[config.mk]
export PLATFORM = sky130hd
export DESIGN_NAME = pwm_timer
export DESIGN_NICKNAME = d
export VERILOG_FILES = /design/src/inc/timer_pkg.sv /design/src/design/pwm_timer.sv
export SDC_FILE = /design/constraint.sdc
export NUM_CORES = 1
export LEC_CHECK = 0
export ABC_AREA = 0
export ABC_CLOCK_PERIOD_IN_PS = 3400
export BUFFER_PORTS_ARGS = -buffer_cell sky130_fd_sc_hd__clkbuf_2
export CORE_MARGIN = 2
export CORE_UTILIZATION = 55
export CTS_BUF_LIST = sky130_fd_sc_hd__clkbuf_4 sky130_fd_sc_hd__clkbuf_8
export DETAILED_ROUTE_END_ITERATION = 12
export GPL_TIMING_DRIVEN = 0
export PLACE_DENSITY = 0.78
export SLEW_MARGIN = 20
export SYNTH_ARGS = -nofsm -noshare
export SYNTH_HDL_FRONTEND = slang
export SYNTH_SLANG_ARGS = --single-unit
[constraint.sdc]
create_clock -name clock -period 3.4 [get_ports clock]
set_input_delay 0.34 -clock clock [delete_from_list [all_inputs] [get_ports clock]]
set_output_delay 0.34 -clock clock [all_outputs]
set_load 0.02 [all_outputs]
[src/inc/timer_pkg.sv]
package timer_pkg;

  // ==========================================================================
  // Waveform modes
  localparam logic [2:0] MODE_NORMAL   = 3'h0;
  localparam logic [2:0] MODE_PC_MAX   = 3'h1;
  localparam logic [2:0] MODE_CTC      = 3'h2;
  localparam logic [2:0] MODE_FAST_MAX = 3'h3;
  localparam logic [2:0] MODE_PC_OCR   = 3'h5;
  localparam logic [2:0] MODE_FAST_OCR = 3'h7;

  // ==========================================================================
  // Compare-output settings
  localparam logic [1:0] OUT_NONE   = 2'h0;
  localparam logic [1:0] OUT_TOGGLE = 2'h1;
  localparam logic [1:0] OUT_CLEAR  = 2'h2;
  localparam logic [1:0] OUT_SET    = 2'h3;

  // ==========================================================================
  // Counter limits and count step
  localparam logic [7:0] CNT_MAX    = 8'hff;
  localparam logic [7:0] CNT_BOTTOM = 8'h00;
  localparam logic [7:0] CNT_STEP   = 8'h01;

  // ==========================================================================
  // Carriers
  typedef struct packed {
    logic [2:0] mode;
    logic [1:0] setting_a;
    logic [1:0] setting_b;
    logic       dir_a;
    logic       dir_b;
    logic       port_a;
    logic       port_b;
  } cfg_s;

  typedef struct packed {
    logic       count_wr;
    logic       cmp_a_wr;
    logic       cmp_b_wr;
    logic [7:0] data;
    logic       clr_ovf;
    logic       clr_cmp_a;
    logic       clr_cmp_b;
  } cpu_s;

  typedef struct packed {
    logic [7:0] active;
    logic [7:0] buffer;
    logic       oc;
    logic       pend;
    logic       up_hit;
    logic       fix;
    logic       flag;
    logic       pin;
    logic       pin_oe;
  } chan_s;

  typedef struct packed {
    logic [7:0] cnt;
    logic       down;
    logic       blk;
    logic       ovf;
    chan_s      a;
    chan_s      b;
  } state_s;

  localparam state_s STATE_RST = '0;

endpackage

[src/design/pwm_timer.sv]
`timescale 1ns/1ns
`default_nettype none

module pwm_timer
  import timer_pkg::*;
(
  input  wire logic       clock,
  input  wire logic       rstn,
  input  wire logic       timer_tick,
  input  wire cfg_s       cfg,
  input  wire cpu_s       cpu,
  output logic [7:0]      count_value,
  output logic [7:0]      compare_value_a,
  output logic [7:0]      compare_value_b,
  output logic            overflow_flag,
  output logic            compare_flag_a,
  output logic            compare_flag_b,
  output logic            compare_output_a,
  output logic            compare_output_a_oe,
  output logic            compare_output_b,
  output logic            compare_output_b_oe
);

  // ==========================================================================
  // Mode decode
  state_s     state_reg;
  state_s     state_next;
  logic       fast;
  logic       pc;
  logic       pwm;
  logic [7:0] top;
  logic       at_top;
  logic       match_a;

  assign fast    = (cfg.mode == MODE_FAST_MAX) || (cfg.mode == MODE_FAST_OCR);
  assign pc      = (cfg.mode == MODE_PC_MAX) || (cfg.mode == MODE_PC_OCR);
  assign pwm     = fast || pc;
  assign top     = (cfg.mode == MODE_FAST_OCR || cfg.mode == MODE_PC_OCR) ?
                   state_reg.a.active : CNT_MAX;
  assign at_top  = state_reg.cnt == top;
  assign match_a = !state_reg.blk && state_reg.cnt == state_reg.a.active;

  // ==========================================================================
  // Channel step, shared by both compare channels
  function automatic chan_s chan_step(
    input chan_s      c,
    input logic [1:0] set,
    input logic       tk,
    input logic       blocked,
    input logic [7:0] v,
    input logic       down,
    input logic       clr,
    input logic       wr,
    input logic [7:0] wd,
    input logic       dir,
    input logic       port,
    input logic       chan_a
  );
    chan_s n;
    logic  hit;
    logic  upm;
    n   = c;
    hit = tk && !blocked && v == c.active;
    upm = (!down && v != top) || v == CNT_BOTTOM;
    if (tk) begin
      n.pend = hit;
    end
    n.flag = (c.flag & ~clr) | (tk & c.pend);
    if (hit) begin
      if (pc) begin
        if (set == OUT_CLEAR || set == OUT_SET) begin
          n.oc = upm ? (set == OUT_SET) : (set == OUT_CLEAR);
        end
        if (upm) begin
          n.up_hit = 1'b1;
        end
      end else if (fast) begin
        if (set == OUT_CLEAR || set == OUT_SET) begin
          n.oc = set == OUT_SET;
        end
        if (set == OUT_TOGGLE && chan_a) begin
          n.oc = ~c.oc;
        end
      end else begin
        if (set == OUT_TOGGLE) begin
          n.oc = ~c.oc;
        end else if (set != OUT_NONE) begin
          n.oc = set == OUT_SET;
        end
      end
    end
    if (tk && fast && v == top) begin
      // bottom action wins over match at top
      if (set == OUT_CLEAR || set == OUT_SET) begin
        n.oc = set == OUT_CLEAR;
      end
      n.active = c.buffer;
    end
    if (tk && pc && !down && v == top) begin
      n.active = c.buffer;
      n.fix    = !c.up_hit;
      n.up_hit = 1'b0;
    end
    if (tk && pc && down && v == CNT_BOTTOM) begin
      // late up-match transition, skipped while compare sits at top
      if (c.fix && c.active != top && (set == OUT_CLEAR || set == OUT_SET)) begin
        n.oc = set == OUT_SET;
      end
      n.fix = 1'b0;
    end
    if (wr) begin
      n.buffer = wd;
      if (!pwm) begin
        n.active = wd;
      end
    end
    n.pin_oe = dir;
    n.pin    = (set != OUT_NONE) ? n.oc : port;
    return n;
  endfunction

  // ==========================================================================
  // Next state
  always_comb begin
    state_next = state_reg;
    if (timer_tick) begin
      state_next.blk = 1'b0;
      if (pc) begin
        // one tick at top, then reverse
        if (top == CNT_BOTTOM) begin
          state_next.cnt = CNT_BOTTOM;
        end else if (!state_reg.down && at_top) begin
          state_next.down = 1'b1;
          state_next.cnt  = state_reg.cnt - CNT_STEP;
        end else if (state_reg.down && state_reg.cnt == CNT_BOTTOM) begin
          state_next.down = 1'b0;
          state_next.cnt  = state_reg.cnt + CNT_STEP;
        end else begin
          state_next.cnt = state_reg.down ? state_reg.cnt - CNT_STEP :
                           state_reg.cnt + CNT_STEP;
        end
      end else begin
        state_next.down = 1'b0;
        if (fast && at_top) begin
          state_next.cnt = CNT_BOTTOM;
        // CTC clear on exact match only
        end else if (cfg.mode == MODE_CTC && match_a) begin
          state_next.cnt = CNT_BOTTOM;
        end else begin
          state_next.cnt = state_reg.cnt + CNT_STEP;
        end
      end
    end
    if (cpu.count_wr) begin
      state_next.cnt = cpu.data;
      state_next.blk = 1'b1;
    end
    state_next.ovf = (state_reg.ovf & ~cpu.clr_ovf) |
                     (timer_tick && (fast ? at_top :
                      pc ? (state_reg.down && state_reg.cnt == CNT_STEP) ||
                           (top == CNT_BOTTOM) :
                      state_reg.cnt == CNT_MAX));
    state_next.a = chan_step(state_reg.a, cfg.setting_a, timer_tick, state_reg.blk,
                             state_reg.cnt, state_reg.down, cpu.clr_cmp_a,
                             cpu.cmp_a_wr, cpu.data, cfg.dir_a, cfg.port_a, 1'b1);
    state_next.b = chan_step(state_reg.b, cfg.setting_b, timer_tick, state_reg.blk,
                             state_reg.cnt, state_reg.down, cpu.clr_cmp_b,
                             cpu.cmp_b_wr, cpu.data, cfg.dir_b, cfg.port_b, 1'b0);
  end

  always_ff @(posedge clock) begin
    if (!rstn) begin
      state_reg <= STATE_RST;
    end else begin
      state_reg <= state_next;
    end
  end

  // ==========================================================================
  // Outputs
  assign count_value         = state_reg.cnt;
  assign compare_value_a     = state_reg.a.active;
  assign compare_value_b     = state_reg.b.active;
  assign overflow_flag       = state_reg.ovf;
  assign compare_flag_a      = state_reg.a.flag;
  assign compare_flag_b      = state_reg.b.flag;
  assign compare_output_a    = state_reg.a.pin;
  assign compare_output_a_oe = state_reg.a.pin_oe;
  assign compare_output_b    = state_reg.b.pin;
  assign compare_output_b_oe = state_reg.b.pin_oe;
endmodule

`default_nettype wire

### Word-level counts from Yosys, hierarchy flattened

Cells that the tools add are included.
Widths: inputs -> output; s select.

* register bits: 57
* bits of input ports: 28
* output and inout port bits: 31
* logic and storage cells: 153

* bitwise gates (word level): 14
* add/subtract/negate cells: 2
* muxes and demuxes: 50
* reductions and logical operators: 44
* eq/ne operators: 21

Operator list (count)
* $mux 8: 13
* $mux 1: 32
* $mux 16: 2
* $eq 8x8->1: 3
* $ne 8x8->1: 3
* $logic_and 1x1->1: 22
* $mux 9: 2
* $logic_not 8->1: 2
* $mux 10: 1
* $reduce_and 3->1: 3
* $add 8x1->8 const B: 1
* $eq 2x2->1 const B: 4
* $eq 8x1->1 const B: 1
* $eq 8x8->1 const B: 1
* $logic_or 1x1->1: 8
* $sub 8x1->8 const B: 1
* $eq 3x2->1 const B: 2
* $eq 3x3->1 const B: 2
* $not 1->1: 6
* $reduce_bool 2->1: 3
* $and 1x1->1: 5
* $eq 2x1->1 const B: 2
* $logic_not 1->1: 4
* $reduce_or 2->1: 2
* 4 further kinds: 6

### Depth between registers and ports, before layout

Gate-level depths: netlist (run 1).

* depth in word-level cells: 15
* gate-level depth with buffers: 10

### Least setup slack after synthesis (run 1)

Ideal clock, no wire load.

* kind: register to register
* from: reg state_reg (netlist bit count_value[5])
* to: reg state_reg (netlist bit compare_output_a)
* period minus slack after synthesis: 2.376 ns
* setup slack: 1.024 ns
* data required time: 3.278 ns
* library setup time: 0.122 ns
* path buffers: 1
* arrival: 2.254 ns
* cell stages (with the launch flop): 10
* cells stage by stage: dfxtp_1 > buf_6 > or3_1 > nor4_4 > and2_4 > nand2_2 > or4_4 > nand3_1 > nor3_1 > a311o_1

* longest elaborated chain between the ends: 12
* elaborated cells on any way between the ends: 18
* classes of those cells: eq/ne (3); mux (9); reduce/logical (6)

RTL lines
* start, declared: line pwm_timer.sv:26 `state_s state_reg;`
* start signal, assigned: line pwm_timer.sv:175 `state_reg <= state_next;`
* $ne 8x8->1: line pwm_timer.sv:64 `upm = (!down && v != top) || v == CNT_BOTTOM;`
* $logic_and 1x1->1: line pwm_timer.sv:64
* $logic_or 1x1->1: line pwm_timer.sv:64
* $mux 1: line pwm_timer.sv:72 `n.oc = upm ? (set == OUT_SET) : (set == OUT_CLEAR);`
* $mux 1: line pwm_timer.sv:71 `if (set == OUT_CLEAR || set == OUT_SET) begin`
* $mux 1: line pwm_timer.sv:70 `if (pc) begin`
* $mux 1: line pwm_timer.sv:69 `if (hit) begin`
* $mux 1: line pwm_timer.sv:94 `if (set == OUT_CLEAR || set == OUT_SET) begin`
* $mux 1: line pwm_timer.sv:92 `if (tk && fast && v == top) begin`
* $mux 1: line pwm_timer.sv:106 `if (c.fix && c.active != top && (set == OUT_CLEAR || set == OUT_SET)) begin`
* $mux 1 (*): line pwm_timer.sv:104 `if (tk && pc && down && v == CNT_BOTTOM) begin`
* $mux 1 (*): line pwm_timer.sv:118 `n.pin = (set != OUT_NONE) ? n.oc : port;`

Mark *: on every way between the ends. The rest lies on a longest branch, timed or not.
A chain may end at the register's enable or synchronous reset.

### Worst setup path after layout (run 1)

* from: reg state_reg (netlist bit count_value[2])
* to: reg state_reg (netlist bit compare_value_a[2])

* longest elaborated chain between the ends: 6
* elaborated cells on any way between the ends: 7
* classes of those cells: eq/ne (1); mux (4); reduce/logical (2)

RTL lines
* $eq 8x8->1 (*): line pwm_timer.sv:92, pwm_timer.sv:99
* $logic_and 1x1->1: line pwm_timer.sv:92
* $mux 8: line pwm_timer.sv:92
* $mux 8 (*): line pwm_timer.sv:99 `if (tk && pc && !down && v == top) begin`
* $mux 8: line pwm_timer.sv:113 `if (!pwm) begin`
* $mux 16 (*): line pwm_timer.sv:111 `if (wr) begin`

Marked as above.

==> impl_metrics.csv, run 1 <==
group,metric,value,unit
status,status,"finished, final reports clean",
clock_network,clkSinkCount,57,
cells_and_area,regArea,1140,um2
yosys,yosysTopAreaCell,"dfxtp_1",
yosys,ys_top_cells_by_area,"dfxtp_1, mux2i_1, a21oi_1",
timing,fin_skew,0.0106,ns
cells_and_area,nets,570,
timing,slew_viol_final,0,
cells_and_area,largest_register_ffs,26,
clock_network,cts-resized-gates,0,
timing,setup_viol,0,
yosys,ys.flop_type,"dfxtp_1",
worst_setup_path,crit_fanout,10,
power_and_ir_drop,p_per_area,411,nW/um2
cells_and_area,multi_input_area,2260,um2
worst_setup_path,setup.worst_path.start,"count_value[2]",
yosys,ys_warn_count,0,
worst_setup_path,worstReg2RegEnd,"compare_value_a[2]",
cells_and_area,drive_gt1_share,23.6,%
yosys,avgSynthCellArea,8.04,um2
yosys,yosys-top-cells-count,"dfxtp_1, a21oi_1, nor2_1",
timing,maxSlewHeadroom,54.1,%
floorplan,core-area,6720,um2
yosys,ys_async_sr_fraction,0,%
global_routing,grt.overflow.total,0,
clock_network,ctsLongestPathBuffers,2,
clock_network,cts_buffers,9,
yosys,synthCells,472,
timing,fin_ws,0.517,ns
worst_setup_path,crit_type,"flip-flop to flip-flop",
clock_network,clk_latency,0.36,ns
detailed_routing,num_vias,3753,
clock_network,cts_tree,"yes",
worst_setup_path,reg2regPathDepth,10,
global_routing,grt_first_pass_wirelength,17200,um
global_routing,grt_max_degree,12,
job,drv_cap,0,
yosys,ys_seq_elements,57,
power_and_ir_drop,irDropWorstVdd,0.264,mV
place,portBuffers,55,
floorplan,fp.dieH,87.1,um
yosys,syn_area,3800,um2
floorplan,std_cell_rows,30,
place,place_ws,0.597,ns
yosys,synth_edf_count,0,
yosys,ys_types,65,
worst_setup_path,cp_slowest_cell,"clkbuf_1",
detailed_routing,routed_via_density,6.02,
clock_network,clk_pin_slew_worst_paths,0.08,ns
timing,worst_slew_pin_slew,0.683,ns
floorplan,die-area,7580,um2
power_and_ir_drop,p_leak,1.95,nW
detailed_routing,final_antenna_net_count,0,
detailed_routing,drtPass1Iterations,6,
clock_network,postCtsSetupRepairBufs,0,
detailed_routing,route.met3.wl,1010,um
timing,finalHoldViolCount,0,
timing,fmax,347,MHz
yosys,yosysTopAreaCellShare,30.1,%
cells_and_area,diodes,0,
worst_setup_path,worstReg2RegStart,"count_value[2]",
worst_setup_path,cp_data_required_time,3.62,ns
clock_network,cts-root-buf,"clkbuf_8",
place,place.gp.congestion,0.955,
global_routing,grt_usage,29.6,%
floorplan,fp.dieW,87.1,um
detailed_routing,routed_wl,10800,um
detailed_routing,wl_per_cell,17.3,um
timing,fin_crit_sh,84.8,%
detailed_routing,drt_iter0_drc,300,
clock_network,hold_buffers,0,
floorplan,initial_core_util,56.5,%
place,dpl.hpwl,7880,um
timing,tns,0,ns
cells_and_area,fill_cells,601,
yosys,syn-num-nets,504,
yosys,synth-seq-area-share,30.1,%
detailed_routing,wl_met1,4630,um
timing,rsz0062_at_grt,"false",
cells_and_area,final_util,65.4,%
detailed_routing,wl_met2,4750,um
timing,worst_hold_slack,0.192,ns
cells_and_area,fin_area,4390,um2
detailed_routing,drc,0,
place,place_area,4170,um2
worst_setup_path,cpMostUsedCell,"buf_4",
detailed_routing,top_layer_used,"met4",
worst_hold_path,hold_class,"input port to flip-flop",
worst_setup_path,rrSetupSlack,0.52,ns
timing,fin_crit,2.88,ns
yosys,synth_most_common_cell,"dfxtp_1",
floorplan,ios,59,
worst_setup_path,crit_arrival,3.10,ns
global_routing,grt_pass1_vias,3407,
worst_setup_path,crit_chain,"clkbuf_1 > nor2_1 > a32oi_1 > a2bb2oi_2 > and3_1 > o21ba_2 > buf_4 > buf_4 > mux2i_1 > a21oi_1",
cells_and_area,syn2layout_area_growth,15.7,%
worst_setup_path,slowest_delay,0.46,ns
clock_network,htree_levels,3,
worst_setup_path,cp-endpoint,"compare_value_a[2]",
worst_setup_path,cp-end-kind,"flip-flop",
worst_setup_path,startpoint_type,"flip-flop",
global_routing,antenna_found_initial,0,
==> critical path, delay by kind of cell (launching register included) <==
kind,cells,cell delay (ns)
AND/OR/NAND/NOR,2,0.40
multiplexers,1,0.21
flip-flops,1,0.37
AO/OA/AOI/OAI,4,0.87
buffers and inverters,3,0.88
==> routing by layer <==
layer,vias to the layer above,GRT usage [%]
met1,1738,40.9
li1,1794,-
met4,0,13.6
met5,-,0
met2,186,44.3
met3,35,5.69
==> layout by cell type, fill, tap and decap left out, types with 4 or more instances in the layout <==
cell type and n:
dfxtp_1 57, clkbuf_2 55, a21oi_1 45, nor2_1 44
mux2i_1 39, nand2_1 34, buf_4 26, o21ai_0 25
xnor2_1 16, clkbuf_1 15, inv_1 14, nand3_1 14
nor3_1 13, clkbuf_8 11, buf_2 10, and2_1 9
o22ai_1 8, xor2_1 6, nand2b_1 6, nor4_1 6
and4b_1 4, nor2b_1 4, a32o_1 4, a311oi_1 4
ha_1 4
==> cells by family after synthesis <==
group                    synth area share (%)
XOR/XNOR                                 5.08
AND/OR/NAND/NOR                          23.0
buffers and inverters                    10.6
AO/OA/AOI/OAI                            19.3
flip-flops                               30.1
adder cells (fa/ha/maj)                  1.32
multiplexers                             10.6
==> power by group <==
| part | total, mW | switching, mW | internal [mW] |
|---|---|---|---|
| logic | 0.374 | 0.223 | 0.151 |
| registers | 0.738 | 0.0342 | 0.703 |
| clock network | 0.695 | 0.313 | 0.382 |
==> worst min-delay path by stage <==
| stage | depth (start not counted) | start | slack (ns) | to |
|---|---|---|---|---|
| 6_report | 2 | cfg[2] | 0.19 | compare_output_b_oe |
| 5_1_grt | 2 | cfg[3] | 0.22 | compare_output_a_oe |
| 4_1_cts | 2 | cfg[2] | 0.20 | compare_output_b_oe |
| 3_5_place_dp | 2 | state_reg[5] | 0.45 | state_reg[5] |
| 3_3_place_gp | 2 | state_reg[5] | 0.45 | state_reg[5] |
| 2_1_floorplan | 2 | state_reg[5] | 0.44 | compare_flag_b |
==> stage by stage <==
stage          std cells  total power [mW]
2_1_floorplan        472              1.01
3_3_place_gp         607              1.11
3_5_place_dp         607              1.12
4_1_cts              623              1.80
5_1_grt              623              1.87
6_report             623              1.81
==> final cells by class <==
cell class / count / area share (%)
multi-input cells: 343 / 51.4
flip-flops and latches: 57 / 26.0
plain buffers: 56 / 7.81
repair buffers: 55 / 6.27
clock buffers: 11 / 3.45
well taps: 80 / 2.28
clock inverters: 5 / 1.42
inverters: 16 / 1.37
Power figures use the tool's default switching activity.
==> run 2: changes to the inputs <==
Settings changed: ABC_CLOCK_PERIOD_IN_PS 3400 to 2800.
Clock period 3.4 ns to 2.8 ns, I/O delays scaled along.
==> run 2 against run 1 <==
  * Register-to-register slack worse by 0.40 ns
  * Non-clock buffer count down 2
  * Cell count down 0.32%
  * Worst setup slack worse by 0.40 ns
  * Global-route usage up 0.059 points
  * Critical path type unchanged
  * Critical endpoint is now compare_output_a
==> impl_metrics.csv, run 2 (synthesized netlist as in run 1, its figures left out) <==
group,metric,value,unit
status,status,"finished, final reports clean",
timing,fmax,372,MHz
floorplan,initial_core_util,56.5,%
timing,worst_slew_pin_slew,0.663,ns
cells_and_area,final_util,65.4,%
global_routing,grt_max_degree,12,
floorplan,fp.dieH,87.1,um
clock_network,postCtsSetupRepairBufs,0,
clock_network,cts-root-buf,"clkbuf_8",
cells_and_area,syn2layout_area_growth,15.8,%
detailed_routing,num_vias,3730,
worst_hold_path,hold_depth,2,
worst_setup_path,cp_data_required_time,3.03,ns
cells_and_area,nets,568,
detailed_routing,drc,0,
power_and_ir_drop,p_int,1.50,mW
global_routing,grt_usage,29.6,%
global_routing,use_met3,5.21,%
detailed_routing,routed_wl,10800,um
detailed_routing,wl_per_cell,17.4,um
place,place.gp.congestion,0.955,
floorplan,core-area,6720,um2
worst_setup_path,cp-end-kind,"flip-flop",
floorplan,ios,59,
worst_hold_path,min-delay-start,"cfg[2]",
floorplan,fp.dieW,87.1,um
power_and_ir_drop,p_sw_share,31.6,%
timing,rsz0062_at_grt,"false",
cells_and_area,layout_common_cells,"clkbuf_2, dfxtp_1, a21oi_1",
clock_network,clkSinkCount,57,
global_routing,grt.overflow.total,0,
timing,tns,0,ns
worst_hold_path,hold_class,"input port to flip-flop",
power_and_ir_drop,p_switching,0.694,mW
cells_and_area,diodes,0,
timing,fin_skew,0.0106,ns
global_routing,grt_first_pass_wirelength,17200,um
timing,setup_viol,0,
place,dpl.hpwl,7880,um
cells_and_area,fill_cells,598,
cells_and_area,drive_gt1_share,24.2,%
global_routing,antenna_found_initial,0,
worst_hold_path,whs_endpoint,"compare_output_b_oe",
worst_setup_path,worstReg2RegStart,"count_value[6]",
timing,fin_crit,2.69,ns
timing,finalHoldViolCount,0,
worst_setup_path,startpoint_type,"flip-flop",
floorplan,die-area,7580,um2
clock_network,cts_buffers,9,
power_and_ir_drop,clkPwrFrac,38.4,%
clock_network,clk_pin_slew_worst_paths,0.08,ns
detailed_routing,routed_via_density,6.01,
floorplan,std_cell_rows,30,
global_routing,grt_pass1_vias,3417,
power_and_ir_drop,p_leak,1.95,nW
power_and_ir_drop,p_per_area,499,nW/um2
power_and_ir_drop,irDropWorstVdd,0.319,mV
worst_setup_path,crit_fanout,9,
worst_setup_path,reg2regPathDepth,9,
detailed_routing,drt_iter0_drc,365,
timing,fin_crit_sh,96.0,%
clock_network,ctsLongestPathBuffers,2,
global_routing,use_met1,41.3,%
global_routing,grtUsageMet2,44.4,%
worst_setup_path,crit_arrival,2.92,ns
worst_setup_path,rrSetupSlack,0.11,ns
clock_network,htree_levels,3,
cells_and_area,largest_register_ffs,26,
clock_network,cts_tree,"yes",
place,portBuffers,55,
detailed_routing,drtPass1Iterations,5,
timing,slew_viol_final,0,
timing,maxSlewHeadroom,55.4,%
job,drv_cap,0,
global_routing,busiest_layer,"met2",
power_and_ir_drop,seqPwrFrac,41.0,%
power_and_ir_drop,comb_power_share,20.6,%
worst_setup_path,crit_type,"flip-flop to flip-flop",
detailed_routing,final_antenna_net_count,0,
worst_setup_path,worstReg2RegEnd,"compare_output_a",
clock_network,clk_latency,0.35,ns
==> run 2: how the worst max path moves through the flow <==
stage,slack (ns),cells past startpoint,endpoint,from
finish,0.11,9,compare_output_a,count_value[6]
global route,0.002,9,compare_output_a,count_value[0]
CTS,0.10,10,compare_value_a[6],count_value[4]
detailed placement,-0.003,9,compare_output_a,count_value[2]
floorplan,0.42,9,compare_output_a,count_value[5]
global placement,-0.0004,9,compare_output_a,count_value[2]
==> run 2: critical path, stage by stage (launching register included) <==
cell and delay [ns]:
dfxtp_1 0.32, buf_2 0.19, or3_1 0.40, nor4_4 0.28, and2_4 0.24, nand2_2 0.08
or4_4 0.58, nand3_1 0.11, nor3_1 0.05, a311o_1 0.32
==> run 2: per-stage QoR <==
stage               power [mW]  instance area [um2]  hold WS [ns]  std cells  setup WS [ns]
detailed placement        1.36                 4170         0.455        607       -0.00308
floorplan                 1.22                 3800         0.407        472          0.424
CTS                       2.18                 4390         0.139        623          0.103
finish                    2.20                 4400         0.136        621          0.112
global placement          1.35                 4170         0.446        607      -0.000426
global route              2.27                 4400         0.156        621        0.00190
==> run 2: layout make-up <==
| cell class | instances | area, um2 | area share [%] |
|---|---|---|---|
| Inverter | 16 | 60.1 | 1.37 |
| Clock buffer | 11 | 151 | 3.44 |
| Buffer | 54 | 340 | 7.74 |
| Clock inverter | 5 | 62.6 | 1.42 |
| Tap cell | 80 | 100 | 2.28 |
| Sequential cell | 57 | 1140 | 26.0 |
| Multi-Input combinational cell | 343 | 2270 | 51.5 |
| Timing Repair Buffer | 55 | 275 | 6.26 |
==> run 2: timing repair <==
item                                   4_1_cts  5_1_grt
hold buffers                                 0        0
setup endpoints to repair                    7       20
resized for setup                            2        4
endpoints found under the hold margin        0        0
==> run 2: power groups by stage <==
stage          Clock [mW]  Combinational, mW  Sequential, mW
2_1_floorplan           0              0.317           0.904
3_3_place_gp            0              0.435           0.910
3_5_place_dp            0              0.443           0.913
4_1_cts             0.844              0.447           0.894
5_1_grt             0.876              0.490           0.905
6_report            0.844              0.452           0.900
==> run 2: layer usage <==
metal / up-vias / part of all wire [%]
li1: 1780 / -
met1: 1736 / 46
met2: 186 / 44
met3: 28 / 7.5
met4: 0 / 3.0
met5: - / 0
==> run 3: changes to the inputs <==
Settings changed: ABC_AREA 0 to 1, ABC_CLOCK_PERIOD_IN_PS 2800 to 3500, GPL_ROUTABILITY_DRIVEN from default to 0.
Clock period 2.8 ns to 3.5 ns, I/O delays scaled along.
==> run 3 against run 2 <==
  * Sequential share of layout area increased by 0.52 points
  * Total power decreased by 18%
  * Final area decreased by 2.0%
  * Synthesized cell count increased by 18%
  * Synthesized area decreased by 1.9%
  * Clock skew decreased by 0.0014 ns
  * Maximum frequency increased by 19%
  * Non-clock buffer count decreased by 11
  * First-iteration DRC count increased by 7.1%
  * Core utilization increased by 1.3 points
  * Sequential cell count unchanged
  * Highest routed layer unchanged
==> impl_metrics.csv, run 3 <==
group,metric,value,unit
detailed_routing,num_vias,3932,
timing,slew_viol_final,0,
power_and_ir_drop,p_per_area,418,nW/um2
detailed_routing,drc,0,
yosys,ys.flop_type,"dfxtp_1",
cells_and_area,largest_register_ffs,26,
yosys,synth_xor_area_share,4.47,%
worst_setup_path,slowest_delay,0.49,ns
yosys,synth-seq-area-share,30.7,%
timing,maxSlewHeadroom,52.4,%
yosys,ys_seq_elements,57,
yosys,syn_area,3720,um2
worst_setup_path,critPathTopFamily,"simple AND/OR/NAND/NOR gates",
clock_network,clkSinkCount,57,
worst_setup_path,path_depth,12,
power_and_ir_drop,irDropWorstVdd,0.278,mV
yosys,ys_warn_count,0,
worst_setup_path,setup.worst_path.start,"count_value[0]",
yosys,synth-simple-area-share,31.6,%
detailed_routing,routed_via_density,5.61,
clock_network,clk_pin_slew_worst_paths,0.06,ns
job,drv_cap,0,
floorplan,fp.dieH,86.3,um
yosys,yosys-top-cells-count,"nand2_1, nor2_1, dfxtp_1",
status,status,"finished, final reports clean",
place,place_area,4090,um2
floorplan,core-area,6460,um2
worst_setup_path,cp_num_buf_inv,3,
power_and_ir_drop,seqPwrFrac,40.5,%
detailed_routing,wl_per_cell,15.3,um
power_and_ir_drop,p_leak,2.00,nW
power_and_ir_drop,p_switching,0.539,mW
cells_and_area,final_common_cell,"nand2_1",
timing,setup_viol,0,
yosys,yosysTopAreaCellShare,30.7,%
yosys,synth_top_family_by_area,"simple AND/OR/NAND/NOR gates",
worst_setup_path,cp-endpoint,"count_value[7]",
floorplan,ios,59,
cells_and_area,nets,653,
yosys,ys_top_cells_by_area,"dfxtp_1, nand2_1, nor2_1",
worst_setup_path,cp_data_required_time,3.70,ns
worst_setup_path,crit_fanout,10,
worst_setup_path,crit_type,"flip-flop to flip-flop",
cells_and_area,syn2layout_area_growth,15.8,%
worst_setup_path,startpoint_type,"flip-flop",
yosys,ys_types,43,
floorplan,initial_core_util,57.6,%
floorplan,die-area,7440,um2
global_routing,grt_max_degree,11,
timing,fin_skew,0.00920,ns
power_and_ir_drop,p_int,1.26,mW
timing,worst_slew_pin_slew,0.707,ns
clock_network,cts_tree,"yes",
cells_and_area,fin_area,4310,um2
yosys,ys_async_sr_fraction,0,%
cells_and_area,diodes,0,
worst_setup_path,reg2regPathDepth,12,
yosys,yosysTopAreaCell,"dfxtp_1",
yosys,synthCells,555,
yosys,synth_edf_count,0,
cells_and_area,drive_gt1_share,20.5,%
floorplan,std_cell_rows,29,
yosys,avgSynthCellArea,6.71,um2
timing,fin_crit,2.26,ns
clock_network,clk_latency,0.34,ns
place,place_ws,1.31,ns
timing,finalHoldViolCount,0,
worst_setup_path,cp_slowest_cell,"dfxtp_1",
clock_network,ctsLongestPathBuffers,2,
yosys,yosys-mux-area-fraction,0,%
detailed_routing,final_antenna_net_count,0,
worst_setup_path,worstReg2RegStart,"count_value[0]",
clock_network,htree_levels,3,
yosys,synth_compound_area_share,17.3,%
power_and_ir_drop,clkPwrFrac,38.2,%
detailed_routing,routed_wl,10700,um
yosys,synthAdderAreaFrac,1.34,%
global_routing,grt.overflow.total,0,
detailed_routing,drtPass1Iterations,5,
worst_hold_path,hold_class,"input port to flip-flop",
worst_setup_path,rrSetupSlack,1.24,ns
clock_network,postCtsSetupRepairBufs,0,
power_and_ir_drop,p_sw_share,29.9,%
worst_setup_path,crit_chain,"clkinv_1 > ha_1 > nand3_1 > nor2_1 > inv_1 > nand2_4 > nor2_8 > inv_4 > o21ai_1 > nand2_1 > nand3_1 > a21oi_1",
worst_setup_path,crit_arrival,2.46,ns
timing,fin_crit_sh,64.5,%
clock_network,cts-root-buf,"clkbuf_8",
clock_network,cts_buffers,9,
global_routing,grt_usage,29.7,%
global_routing,antenna_found_initial,0,
clock_network,cts-resized-gates,0,
floorplan,fp.dieW,86.3,um
place,portBuffers,55,
place,dpl.hpwl,8100,um
worst_setup_path,worstReg2RegEnd,"count_value[7]",
clock_network,hold_buffers,0,
timing,fin_ws,1.24,ns
worst_setup_path,cpMostUsedCell,"nand3_1",
timing,tns,0,ns
worst_setup_path,cp-end-kind,"flip-flop",
timing,rsz0062_at_grt,"false",
cells_and_area,layout_common_cells,"nand2_1, nor2_1, dfxtp_1",
power_and_ir_drop,comb_power_share,21.3,%
cells_and_area,final-instance-count-excl-fill,701,
yosys,syn-num-nets,587,
timing,fmax,443,MHz
place,dp_cells,687,
yosys,synth_most_common_cell,"nand2_1",
detailed_routing,drt_iter0_drc,391,
global_routing,grt_pass1_vias,3599,
global_routing,grt_first_pass_wirelength,17200,um
run 3: worst min path at each step:
| stage | endpoint | from | slack, ns | cells past startpoint |
|---|---|---|---|---|
| floorplan | state_reg[3] | state_reg[3] | 0.43 | 2 |
| global placement | state_reg[27] | state_reg[27] | 0.44 | 2 |
| detailed placement | state_reg[27] | state_reg[27] | 0.45 | 2 |
| CTS | compare_output_b_oe | cfg[2] | 0.19 | 3 |
| global route | compare_output_b_oe | cfg[2] | 0.20 | 3 |
| finish | compare_output_b_oe | cfg[2] | 0.19 | 3 |
run 3: cell families after synthesis:
family | count (synthesis)
AOI/OAI and AO/OA | 114
xor gates and xnor gates | 19
adders and majority gates | 4
buffers and inverters | 105
DFF | 57
and+or+nand+nor | 256
run 3: power by group through the flow:
stage	Sequential, mW	Combinational [mW]	Clock [mW]
final	0.730	0.383	0.687
after global routing	0.733	0.422	0.725
after CTS	0.728	0.376	0.695
after floorplan	0.733	0.269	0
after global placement	0.742	0.367	0
after detailed placement	0.743	0.372	0
run 3: per-stage QoR:
| step | hold WS [ns] | utilization, % | total power, mW |
|---|---|---|---|
| finish | 0.187 | 66.7 | 1.80 |
| global route | 0.195 | 66.7 | 1.88 |
| detailed placement | 0.451 | 63.4 | 1.11 |
| global placement | 0.443 | 63.4 | 1.11 |
| CTS | 0.185 | 66.7 | 1.80 |
| floorplan | 0.431 | - | 1.00 |
run 3: worst register-to-register path, stage by stage (launching register included):
cell,delay [ns]
dfxtp_1,0.49
clkinv_1,0.34
ha_1,0.31
nand3_1,0.18
nor2_1,0.06
inv_1,0.14
nand2_4,0.09
nor2_8,0.12
inv_4,0.07
o21ai_1,0.12
nand2_1,0.07
nand3_1,0.08
a21oi_1,0.06
run 3: layout make-up:
class                      instances  area (um2)
buffer                            43         299
clock buffer                      11         151
clock inverter                     3        65.1
fill                             581        2150
inverter                          62         245
multi-input combinational        393        2040
sequential                        57        1140
tap                               77        96.3
timing repair buffer              55         275
run 3: per-layer routing:
metal | track usage (%) | share of wire, % | vias to the layer above
met5 | 0 | 0 | -
met2 | 46.6 | 45 | 203
met4 | 11.8 | 2.8 | 0
li1 | - | - | 1945
met3 | 6.00 | 9.5 | 38
met1 | 40.3 | 43 | 1746
